==> config.mk <==
export PLATFORM = sky130hd
export DESIGN_NAME = bdio_glue
export DESIGN_NICKNAME = d
export VERILOG_FILES = /design/src/rtl/bdio_pkg.sv /design/src/rtl/bdio_glue.sv /design/src/rtl/bdio_irq_pulse.sv
export SDC_FILE = /design/constraint.sdc
export NUM_CORES = 1
export LEC_CHECK = 0
export CORE_UTILIZATION = 35
export CTS_BUF_LIST = sky130_fd_sc_hd__clkbuf_8 sky130_fd_sc_hd__clkbuf_16
export DETAILED_ROUTE_END_ITERATION = 6
export DONT_BUFFER_PORTS = 1
export SYNTH_ARGS = -nofsm -noshare
export SYNTH_HDL_FRONTEND = slang
export SYNTH_SLANG_ARGS = --single-unit
==> constraint.sdc <==
create_clock -name ref_clk -period 1.6 [get_ports ref_clk]
set_input_delay 0.16 -clock ref_clk [delete_from_list [all_inputs] [get_ports ref_clk]]
set_output_delay 0.16 -clock ref_clk [all_outputs]
set_load 0.01 [all_outputs]
==> src/rtl/bdio_pkg.sv <==
// Package: register offsets, control-byte fields and timing constants for the buffered DIO glue
package bdio_pkg;
    localparam int ADDR_W = 5;
    localparam int DATA_W = 8;
    // Register offsets within the 32-byte window
    localparam logic [4:0] OFS_GROUP0_CTRL = 5'h03;
    localparam logic [4:0] OFS_GROUP1_CTRL = 5'h07;
    localparam logic [4:0] OFS_GROUP0_BUFFER_GATE = 5'h08;
    localparam logic [4:0] OFS_GROUP1_BUFFER_GATE = 5'h09;
    localparam logic [4:0] OFS_TRISTATE_FEATURE_ENABLE = 5'h0A;
    localparam logic [4:0] OFS_CHANGE_IRQ_MASK = 5'h0B;
    localparam logic [4:0] OFS_GROUP0_PORT_BUFFER_SELECT = 5'h0C;
    localparam logic [4:0] OFS_GROUP1_PORT_BUFFER_SELECT = 5'h0D;
    localparam logic [4:0] OFS_CHANGE_STATUS_WRITE_CLEAR = 5'h0F;
    localparam logic [4:0] OFS_CHANGE_STATUS_READ_CLEAR = 5'h18;
    // Control byte fields (also used by the select registers)
    localparam int CTL_MODE_SET = 7;
    localparam int CTL_PORT_A = 4;
    localparam int CTL_PORT_C_UPPER = 3;
    localparam int CTL_PORT_B = 1;
    localparam int CTL_PORT_C_LOWER = 0;
    // Section index within a group (mask/status order)
    localparam int SEC_A = 0;
    localparam int SEC_B = 1;
    localparam int SEC_CL = 2;
    localparam int SEC_CU = 3;
    localparam int SECTIONS = 4;
    // Reset values
    localparam logic [7:0] RST_ZERO = 8'h00;
    localparam logic [7:0] RST_SELECT = 8'hFF;
    localparam logic [3:0] RST_DIR_INPUT = 4'hF;
    // Interrupt pulse timing
    localparam int CLK_PERIOD_NS = 50;
    localparam int IRQ_LOW_MIN_NS = 500;
    localparam int IRQ_LOW_CYCLES = (IRQ_LOW_MIN_NS + CLK_PERIOD_NS - 1) / CLK_PERIOD_NS;
    localparam int IRQ_CNT_W = $clog2(IRQ_LOW_CYCLES + 1);
endpackage

==> src/rtl/bdio_glue.sv <==
// Buffer direction, tristate control and change-of-state interrupt glue
`timescale 1ns/100ps
// Summary of operation
// - Reset: all inputs, tristate feature off
// - Four buffers per group follow port direction
// - New output port clears its latch
// - Control byte with bit7 sets directions
// - Offset A bit per group enables feature
// - Feature on: control bit7 tristates group buffers
// - Buffers stay off until gate bit7 low
// - Gate bit7 high tristates group only
// - Group 1 uses offsets 7, 9 and D
// - Select registers gate each port buffer
// - Select bits 4,3,1,0 map A,CU,B,CL
// - Change interrupts blocked until mask first written
// - Offset B readable mask, one disables
// - Mask bits 0-3 group 0, 4-7 group 1
// - Offset F reads change status
// - Any write to F clears status
// - Read of 18 returns status and clears
// - Interrupt line floats when idle
// - Low pulse 500 ns, edge, release
// - Control bits set A,CU,B,CL direction
module bdio_glue
    import bdio_pkg::*;
#(
    parameter int GROUPS = 2
)
(
    input wire logic ref_clk,
    input wire logic rst_b,
    input wire logic [bdio_pkg::ADDR_W-1:0] bus_addr,
    input wire logic [bdio_pkg::DATA_W-1:0] bus_wdata,
    input wire logic bus_wr,
    input wire logic bus_rd,
    output logic [bdio_pkg::DATA_W-1:0] bus_rdata,
    output logic bus_rdata_oe,
    input wire logic [GROUPS*24-1:0] line_in,
    output logic [GROUPS*4-1:0] buffer_dir_out,
    output logic [GROUPS*4-1:0] buffer_enable,
    output logic [GROUPS*4-1:0] port_latch_clear,
    output logic irq_out,
    output logic irq_oe
);
    import bdio_pkg::*;

    // =====================================================
    // Decode helpers
    // Pull the four section bits (A, B, CL, CU order) out of a control-style byte
    function automatic logic [3:0] bdio_sections(input logic [7:0] b);
        bdio_sections = {b[CTL_PORT_C_UPPER], b[CTL_PORT_C_LOWER], b[CTL_PORT_B], b[CTL_PORT_A]};
    endfunction

    // Eight input lines of a section; the nibble sections zero-extend
    function automatic logic [7:0] bdio_section_bits(input logic [23:0] lines, input int sec);
        logic [7:0] r;
        r = RST_ZERO;
        case (sec)
            SEC_A: r = lines[7:0];
            SEC_B: r = lines[15:8];
            SEC_CL: r = {4'h0, lines[19:16]};
            SEC_CU: r = {4'h0, lines[23:20]};
            default: r = RST_ZERO;
        endcase
        bdio_section_bits = r;
    endfunction

    // Strobe for one offset; every bus side effect is decoded through here
    function automatic logic bdio_hit(input logic strobe, input logic [ADDR_W-1:0] addr,
                                      input logic [ADDR_W-1:0] ofs);
        bdio_hit = strobe && (addr == ofs);
    endfunction

    logic [7:0] tristate_feature_enable;
    logic [7:0] change_irq_mask;
    logic [7:0] change_status;
    logic [7:0] group_select [GROUPS];
    logic [3:0] port_is_input [GROUPS];
    logic group_gate_off [GROUPS];
    logic [7:0] section_prev [GROUPS*SECTIONS];
    logic [GROUPS*SECTIONS-1:0] change_seen;
    logic status_clear;
    logic irq_fire;
    logic irq_pending;
    logic sampled_valid;
    logic wr_feature;
    logic wr_mask;
    logic wr_status;
    logic rd_status;
    logic irq_latch;

    // =====================================================
    // Per-group control: directions, gate and select
    // Group 1 differs from group 0 only in its three offsets
    genvar g;
    generate
        for (g = 0; g < GROUPS; g++) begin : grp
            localparam logic [4:0] CTRL_OFS = (g == 0) ? OFS_GROUP0_CTRL : OFS_GROUP1_CTRL;
            localparam logic [4:0] GATE_OFS = (g == 0) ? OFS_GROUP0_BUFFER_GATE : OFS_GROUP1_BUFFER_GATE;
            localparam logic [4:0] SEL_OFS = (g == 0) ? OFS_GROUP0_PORT_BUFFER_SELECT
                                                      : OFS_GROUP1_PORT_BUFFER_SELECT;
            logic ctrl_set;
            logic [3:0] next_input;
            assign ctrl_set = bdio_hit(bus_wr, bus_addr, CTRL_OFS) && bus_wdata[CTL_MODE_SET];
            assign next_input = bdio_sections(bus_wdata);

            // Mode-set writes steer direction; a port turning to output clears its latch
            // Every mode-set clears all its output ports, as the port chip itself does
            always_ff @(posedge ref_clk) begin
                if (!rst_b) begin
                    port_is_input[g] <= RST_DIR_INPUT;
                    port_latch_clear[g*4 +: 4] <= 4'h0;
                end else if (ctrl_set) begin
                    port_is_input[g] <= next_input;
                    port_latch_clear[g*4 +: 4] <= ~next_input;
                end else begin
                    port_latch_clear[g*4 +: 4] <= 4'h0;
                end
            end

            // Group gate: set by mode-set bit7, released only by a gate write with bit7 low
            // It latches with the feature off too; it only matters once the feature is on
            always_ff @(posedge ref_clk) begin
                if (!rst_b) begin
                    group_gate_off[g] <= 1'b0;
                end else if (ctrl_set) begin
                    group_gate_off[g] <= 1'b1;
                end else if (bdio_hit(bus_wr, bus_addr, GATE_OFS)) begin
                    group_gate_off[g] <= bus_wdata[CTL_MODE_SET];
                end
            end

            // Selective enables; reset opens every port so the feature stays inert
            always_ff @(posedge ref_clk) begin
                if (!rst_b) begin
                    group_select[g] <= RST_SELECT;
                end else if (bdio_hit(bus_wr, bus_addr, SEL_OFS)) begin
                    group_select[g] <= bus_wdata;
                end
            end

            // Buffer outputs; each section's select bit ands with the group gate
            // Registered once more, so the buffers lag a control write by two edges
            always_ff @(posedge ref_clk) begin
                if (!rst_b) begin
                    buffer_dir_out[g*4 +: 4] <= 4'h0;
                    buffer_enable[g*4 +: 4] <= 4'hF;
                end else begin
                    buffer_dir_out[g*4 +: 4] <= ~port_is_input[g];
                    if (!tristate_feature_enable[g]) begin
                        buffer_enable[g*4 +: 4] <= 4'hF;
                    end else begin
                        buffer_enable[g*4 +: 4] <= {4{~group_gate_off[g]}}
                                                   & bdio_sections(group_select[g]);
                    end
                end
            end
        end
    endgenerate

    // =====================================================
    // Shared registers
    // Decoded strobes; the status mirror read clears, so it is decoded like a write
    assign wr_feature = bdio_hit(bus_wr, bus_addr, OFS_TRISTATE_FEATURE_ENABLE);
    assign wr_mask = bdio_hit(bus_wr, bus_addr, OFS_CHANGE_IRQ_MASK);
    assign wr_status = bdio_hit(bus_wr, bus_addr, OFS_CHANGE_STATUS_WRITE_CLEAR);
    assign rd_status = bdio_hit(bus_rd, bus_addr, OFS_CHANGE_STATUS_READ_CLEAR);

    // Feature register keeps one bit per group; the upper bits read as zero
    always_ff @(posedge ref_clk) begin
        if (!rst_b) begin
            tristate_feature_enable <= RST_ZERO;
        end else if (wr_feature) begin
            tristate_feature_enable <= DATA_W'(bus_wdata[GROUPS-1:0]);
        end
    end

    // Mask: a one disables a section; reset value zero enables all, quiet only until first written
    always_ff @(posedge ref_clk) begin
        if (!rst_b) begin
            change_irq_mask <= RST_ZERO;
        end else if (wr_mask) begin
            change_irq_mask <= bus_wdata;
        end
    end

    // =====================================================
    // Change detection
    // Until the mask is first written, nothing may interrupt even though mask reads zero
    logic mask_programmed;
    always_ff @(posedge ref_clk) begin
        if (!rst_b) begin
            mask_programmed <= 1'b0;
        end else if (wr_mask) begin
            mask_programmed <= 1'b1;
        end
    end

    // Nibble sections compare only their four lines; the upper bits stay zero
    genvar s;
    generate
        for (s = 0; s < GROUPS*SECTIONS; s++) begin : sec
            logic [7:0] now_bits;
            assign now_bits = bdio_section_bits(line_in[(s/SECTIONS)*24 +: 24], s % SECTIONS);
            // Previous sample, compared every clock
            always_ff @(posedge ref_clk) begin
                if (!rst_b) begin
                    section_prev[s] <= RST_ZERO;
                end else begin
                    section_prev[s] <= now_bits;
                end
            end
            assign change_seen[s] = sampled_valid && mask_programmed && !change_irq_mask[s]
                                    && port_is_input[s/SECTIONS][s % SECTIONS]
                                    && (now_bits != section_prev[s]);
        end
    endgenerate

    // First cycle after reset has no valid previous sample,
    // so a line that idles high cannot pass for a change at start-up
    always_ff @(posedge ref_clk) begin
        if (!rst_b) begin
            sampled_valid <= 1'b0;
        end else begin
            sampled_valid <= 1'b1;
        end
    end

    assign status_clear = wr_status || rd_status;

    // Sticky status; a change in the clearing cycle survives the clear
    // Limitation: repeated changes of one section before service show as one bit
    always_ff @(posedge ref_clk) begin
        if (!rst_b) begin
            change_status <= RST_ZERO;
        end else if (status_clear) begin
            change_status <= 8'(change_seen);
        end else begin
            change_status <= change_status | 8'(change_seen);
        end
    end

    // A new latch: a change while idle, or one that lands in a clearing cycle
    assign irq_latch = |change_seen && (!irq_pending || status_clear);

    // Latched request: one line pulse per latch, rearmed by a clear; set wins
    always_ff @(posedge ref_clk) begin
        if (!rst_b) begin
            irq_pending <= 1'b0;
        end else if (irq_latch) begin
            irq_pending <= 1'b1;
        end else if (status_clear) begin
            irq_pending <= 1'b0;
        end
    end

    // Fire request; held while the line driver is busy, since a rearm during a
    // pulse would otherwise be dropped and the host would never see it
    always_ff @(posedge ref_clk) begin
        if (!rst_b) begin
            irq_fire <= 1'b0;
        end else if (irq_latch) begin
            irq_fire <= 1'b1;
        end else begin
            irq_fire <= irq_fire && irq_oe;
        end
    end

    // Line driver shapes the shareable interrupt pulse
    bdio_irq_pulse u_irq (
        .ref_clk(ref_clk),
        .rst_b(rst_b),
        .fire(irq_fire),
        .irq_out(irq_out),
        .irq_oe(irq_oe)
    );

    // =====================================================
    // Read path, registered; unmapped offsets float the data bus
    // The select registers read back all eight bits, the ignored ones included
    always_ff @(posedge ref_clk) begin
        if (!rst_b) begin
            bus_rdata <= RST_ZERO;
            bus_rdata_oe <= 1'b0;
        end else begin
            bus_rdata <= RST_ZERO;
            bus_rdata_oe <= bus_rd;
            if (bus_rd) begin
                case (bus_addr)
                    OFS_TRISTATE_FEATURE_ENABLE: bus_rdata <= tristate_feature_enable;
                    OFS_CHANGE_IRQ_MASK: bus_rdata <= change_irq_mask;
                    OFS_GROUP0_PORT_BUFFER_SELECT: bus_rdata <= group_select[0];
                    OFS_GROUP1_PORT_BUFFER_SELECT: bus_rdata <= group_select[GROUPS-1];
                    OFS_CHANGE_STATUS_WRITE_CLEAR: bus_rdata <= change_status;
                    OFS_CHANGE_STATUS_READ_CLEAR: bus_rdata <= change_status;
                    default: bus_rdata_oe <= 1'b0;
                endcase
            end
        end
    end
endmodule

==> src/rtl/bdio_irq_pulse.sv <==
// Shareable interrupt line driver: low pulse, rising edge, then release
`timescale 1ns/100ps
module bdio_irq_pulse
    import bdio_pkg::*;
(
    input wire logic ref_clk,
    input wire logic rst_b,
    input wire logic fire,
    output logic irq_out,
    output logic irq_oe
);
    typedef enum logic [1:0] {BDIO_IDLE, BDIO_LOW, BDIO_HIGH} bdio_irq_state_t;
    bdio_irq_state_t state;
    logic [IRQ_CNT_W-1:0] count;

    // =====================================================
    // Pulse sequencer
    // Line floats except during the pulse so other boards may share it
    always_ff @(posedge ref_clk) begin
        if (!rst_b) begin
            state <= BDIO_IDLE;
            count <= '0;
            irq_out <= 1'b1;
            irq_oe <= 1'b0;
        end else begin
            case (state)
                BDIO_IDLE: begin
                    if (fire) begin
                        state <= BDIO_LOW;
                        count <= '0;
                        irq_out <= 1'b0;
                        irq_oe <= 1'b1;
                    end
                end
                BDIO_LOW: begin
                    if (count == IRQ_CNT_W'(IRQ_LOW_CYCLES - 1)) begin
                        state <= BDIO_HIGH;
                        irq_out <= 1'b1;
                    end else begin
                        count <= count + 1'b1;
                    end
                end
                BDIO_HIGH: begin
                    state <= BDIO_IDLE; // One driven-high cycle gives the rising edge
                    irq_oe <= 1'b0;
                end
                default: begin
                    state <= BDIO_IDLE;
                    irq_oe <= 1'b0;
                    irq_out <= 1'b1;
                end
            endcase
        end
    end
endmodule

==> metrics.yaml <==
power.density_nw_per_um2: 1200
cts_sinks: 137
port_buffers: 0
antenna_found_initial: 2
leakagePower_nw: 2.64
critical_path_arrival_ps: 1830
drt-wirelength-per-cell_um: 17.6
critical_path.max_stage_delay_ps: 580
yosysMostFrequentCell: "dfxtp_1"
clk_pin_slew_ps: 60
worst_pin_slew_ps: 644
dr.pass1.iters: 4
drt_iter0_markers: 228
synthArstFlopShare_pct: 0
syn_inst: 484
synth_seq_cells: 137
yosysSeqAreaShare_pct: 57.8
path_buf_inv: 0
yosys_warnings: 0
fmax_mhz: 641
setup_viol: 0
fillers: 1309
clock_path_buffers: 2
fin_tns_setup_ps: 0
overflow: 0
die_w_um: 124
synthesis.nets: 551
die_h_um: 124
hold_path_class: "primary input to flip-flop"
core-area_um2: 14500
slew_headroom_pct: 57.1
layout.nets: 631
grt_first_pass_wirelength_um: 20400
synth_top_area_share_pct: 43.3
cp-start-kind: "flip-flop"
path_cells: "xnor2_1 > a41oi_2 > or4_4 > a21oi_2 > a21oi_1"
num_vias: 3780
finalCriticalPeriod_ps: 1560
placed_cells: 662
critPathKind: "flip-flop to flip-flop"
grt_max_degree: 53
synth_cell_types: 47
fin_ws_ps: 39.4
vias_per_cell: 4.95
worst_path_dominant_cell_family: "simple AND/OR/NAND/NOR gates"
post-route-drc-count: 0
antenna_left: 0
grt_pass1_vias: 3864
synth_compound_area_share_pct: 8.17
area.growth.synth_to_final_pct: 33.2
grtUsageTotal_pct: 18.3
synth_commonest_cells: "dfxtp_1, and2_1, a21oi_1"
post-dp-hpwl_um: 8740
row_count: 44
timing.hold.ws_ps: 16.9
cts-buffers-inserted: 17
num_io_pins: 100
cap_viol_max_count: 0
yosys.area.top_type: "dfxtp_1"
required_ps: 1870
cts-root-buf: "clkbuf_16"
die_area_um2: 15300
wl_um: 13400
finalMaxSlewViolations: 0
synthSimpleGateAreaFrac_pct: 21.2
htree_levels: 4
synthMuxAreaShare_pct: 0.580
synthAdderAreaFrac_pct: 0.484
layout-drive-gt1-share_pct: 15.4
place_worst_setup_slack_ps: -173
rsz0062_at_grt: "yes"
syn_area_per_cell_um2: 10.7
final_cells: 763
synth_area_leaders: "dfxtp_1, edfxtp_1, and2_1"
cts_tree: "built"
place.gp.congestion: 0.755
worstSkewPairLatency_ps: 410
synth_xor_area_share_pct: 8.46
ir_worst_vdd_mv: 0.772
fin_crit_sh_pct: 97.5
skew_ps: 5.23
end_kind: "flip-flop"
ys.flop_type: "dfxtp_1"
hold_viol_final: 0
cp_max_fo: 2
cp_slowest_cell: "or4_4"
final_core_util_pct: 47.6
status: "complete, no violations"
synthesis.area_um2: 5170
initial_core_util_pct: 35.7
synth_edf_count: 25
synth_top_family_by_area: "simple AND/OR/NAND/NOR gates"
-- worst register-to-register path: stages (launching register included) --
cell and delay [ps]:
dfxtp_1 310, xnor2_1 170, a41oi_2 170, or4_4 580, a21oi_2 130, a21oi_1 70
-- per-stage QoR --
step	instance area (um2)	total power, mW
finish	6890	8.29
floorplan	5170	4.01
detailed placement	5410	4.06
CTS	6750	8.33
global route	6890	8.54
global placement	5410	4.05
-- area by class of cell --
class / instances / area, um2 / area share, %
Sequential cell: 137 / 3000 / 43.5
Multi-Input combinational cell: 309 / 2190 / 31.7
Timing Repair Buffer: 78 / 771 / 11.2
Clock buffer: 17 / 425 / 6.17
Tap cell: 184 / 230 / 3.34
Clock inverter: 15 / 198 / 2.87
Inverter: 21 / 78.8 / 1.14
Antenna cell: 2 / 5.00 / 0.0726
-- worst paths after layout --
check | start | to | slack, ps | cells past startpoint
worst max-delay path | section_prev[0][24] | irq_pending | 40 | 5
worst min-delay path | rst_b | buffer_enable[6] | 20 | 2
worst max register to register | section_prev[0][24] | irq_pending | 40 | 5
worst min register to register | port_is_input[0][1] | buffer_dir_out[1] | 440 | 1
-- flip-flops by register name (all words and copies together) (netlist names) --
| name | cells |
|---|---|
| buffer_dir_out | 8 |
| buffer_enable | 8 |
| bus_rdata | 8 |
| bus_rdata_oe | 1 |
| change_irq_mask | 8 |
| change_status | 8 |
| group_gate_off | 2 |
| group_select | 16 |
| irq_fire | 1 |
| irq_pending | 1 |
| mask_programmed | 1 |
| port_is_input | 8 |
| port_latch_clear | 8 |
| sampled_valid | 1 |
| section_prev | 48 |
| tristate_feature_enable | 2 |
| u_irq.count | 4 |
| u_irq.irq_oe | 1 |
| u_irq.irq_out | 1 |
| u_irq.state | 2 |
-- timing repair --
item                       4_1_cts  5_1_grt
hold buffers                    65        0
hold endpoints to repair        97        0
gates resized for setup         11       24
pin swaps                        7       15
setup endpoints to repair        2        7
buffers inserted                 1        2
cloned                           0        0
-- where the power goes --
| group | total, mW | switching (mW) | internal, mW |
|---|---|---|---|
| clock network | 4.11 | 1.50 | 2.61 |
| logic | 0.475 | 0.208 | 0.267 |
| registers | 3.71 | 0.0738 | 3.63 |
| total | 8.29 | 1.78 | 6.51 |
-- per-layer routing --
metal	track usage, %	wire length, um
met1	22.4	5830
met2	28.5	6250
met3	6.46	978
met4	9.34	364
met5	0	0
-- placed cells by master (no fill, tap or decap), types with 3 or more instances in the layout --
cell type	n
xnor2_1	11
clkinv_1	3
or3_1	4
nand4b_1	5
a21oi_2	6
nand2_1	31
nand3_1	10
clkinvlp_4	3
a22oi_1	4
a21oi_1	28
xor2_1	34
and2_1	53
mux2i_1	3
inv_6	3
a31oi_1	4
dlygate4sd3_1	64
dfxtp_1	108
dfxtp_2	4
nand2b_1	18
inv_1	20
nor2_1	26
a222oi_1	6
buf_4	12
xnor2_2	5
o21ai_0	10
bufinv_16	4
nand3b_1	7
clkbuf_16	17
or2_2	4
edfxtp_1	25
nor4_2	8
-- kinds of logic (layout without fill, tap and decap cells) --
logic type	count (synthesis)	in the layout
xor+xnor	50	50
flops	137	137
simple gates	186	186
compound gates	68	68
mux	3	3
fa+ha+maj	2	2
other cells	0	2
buf+inv	38	131
Note: power is estimated with default switching activity, not from simulation.
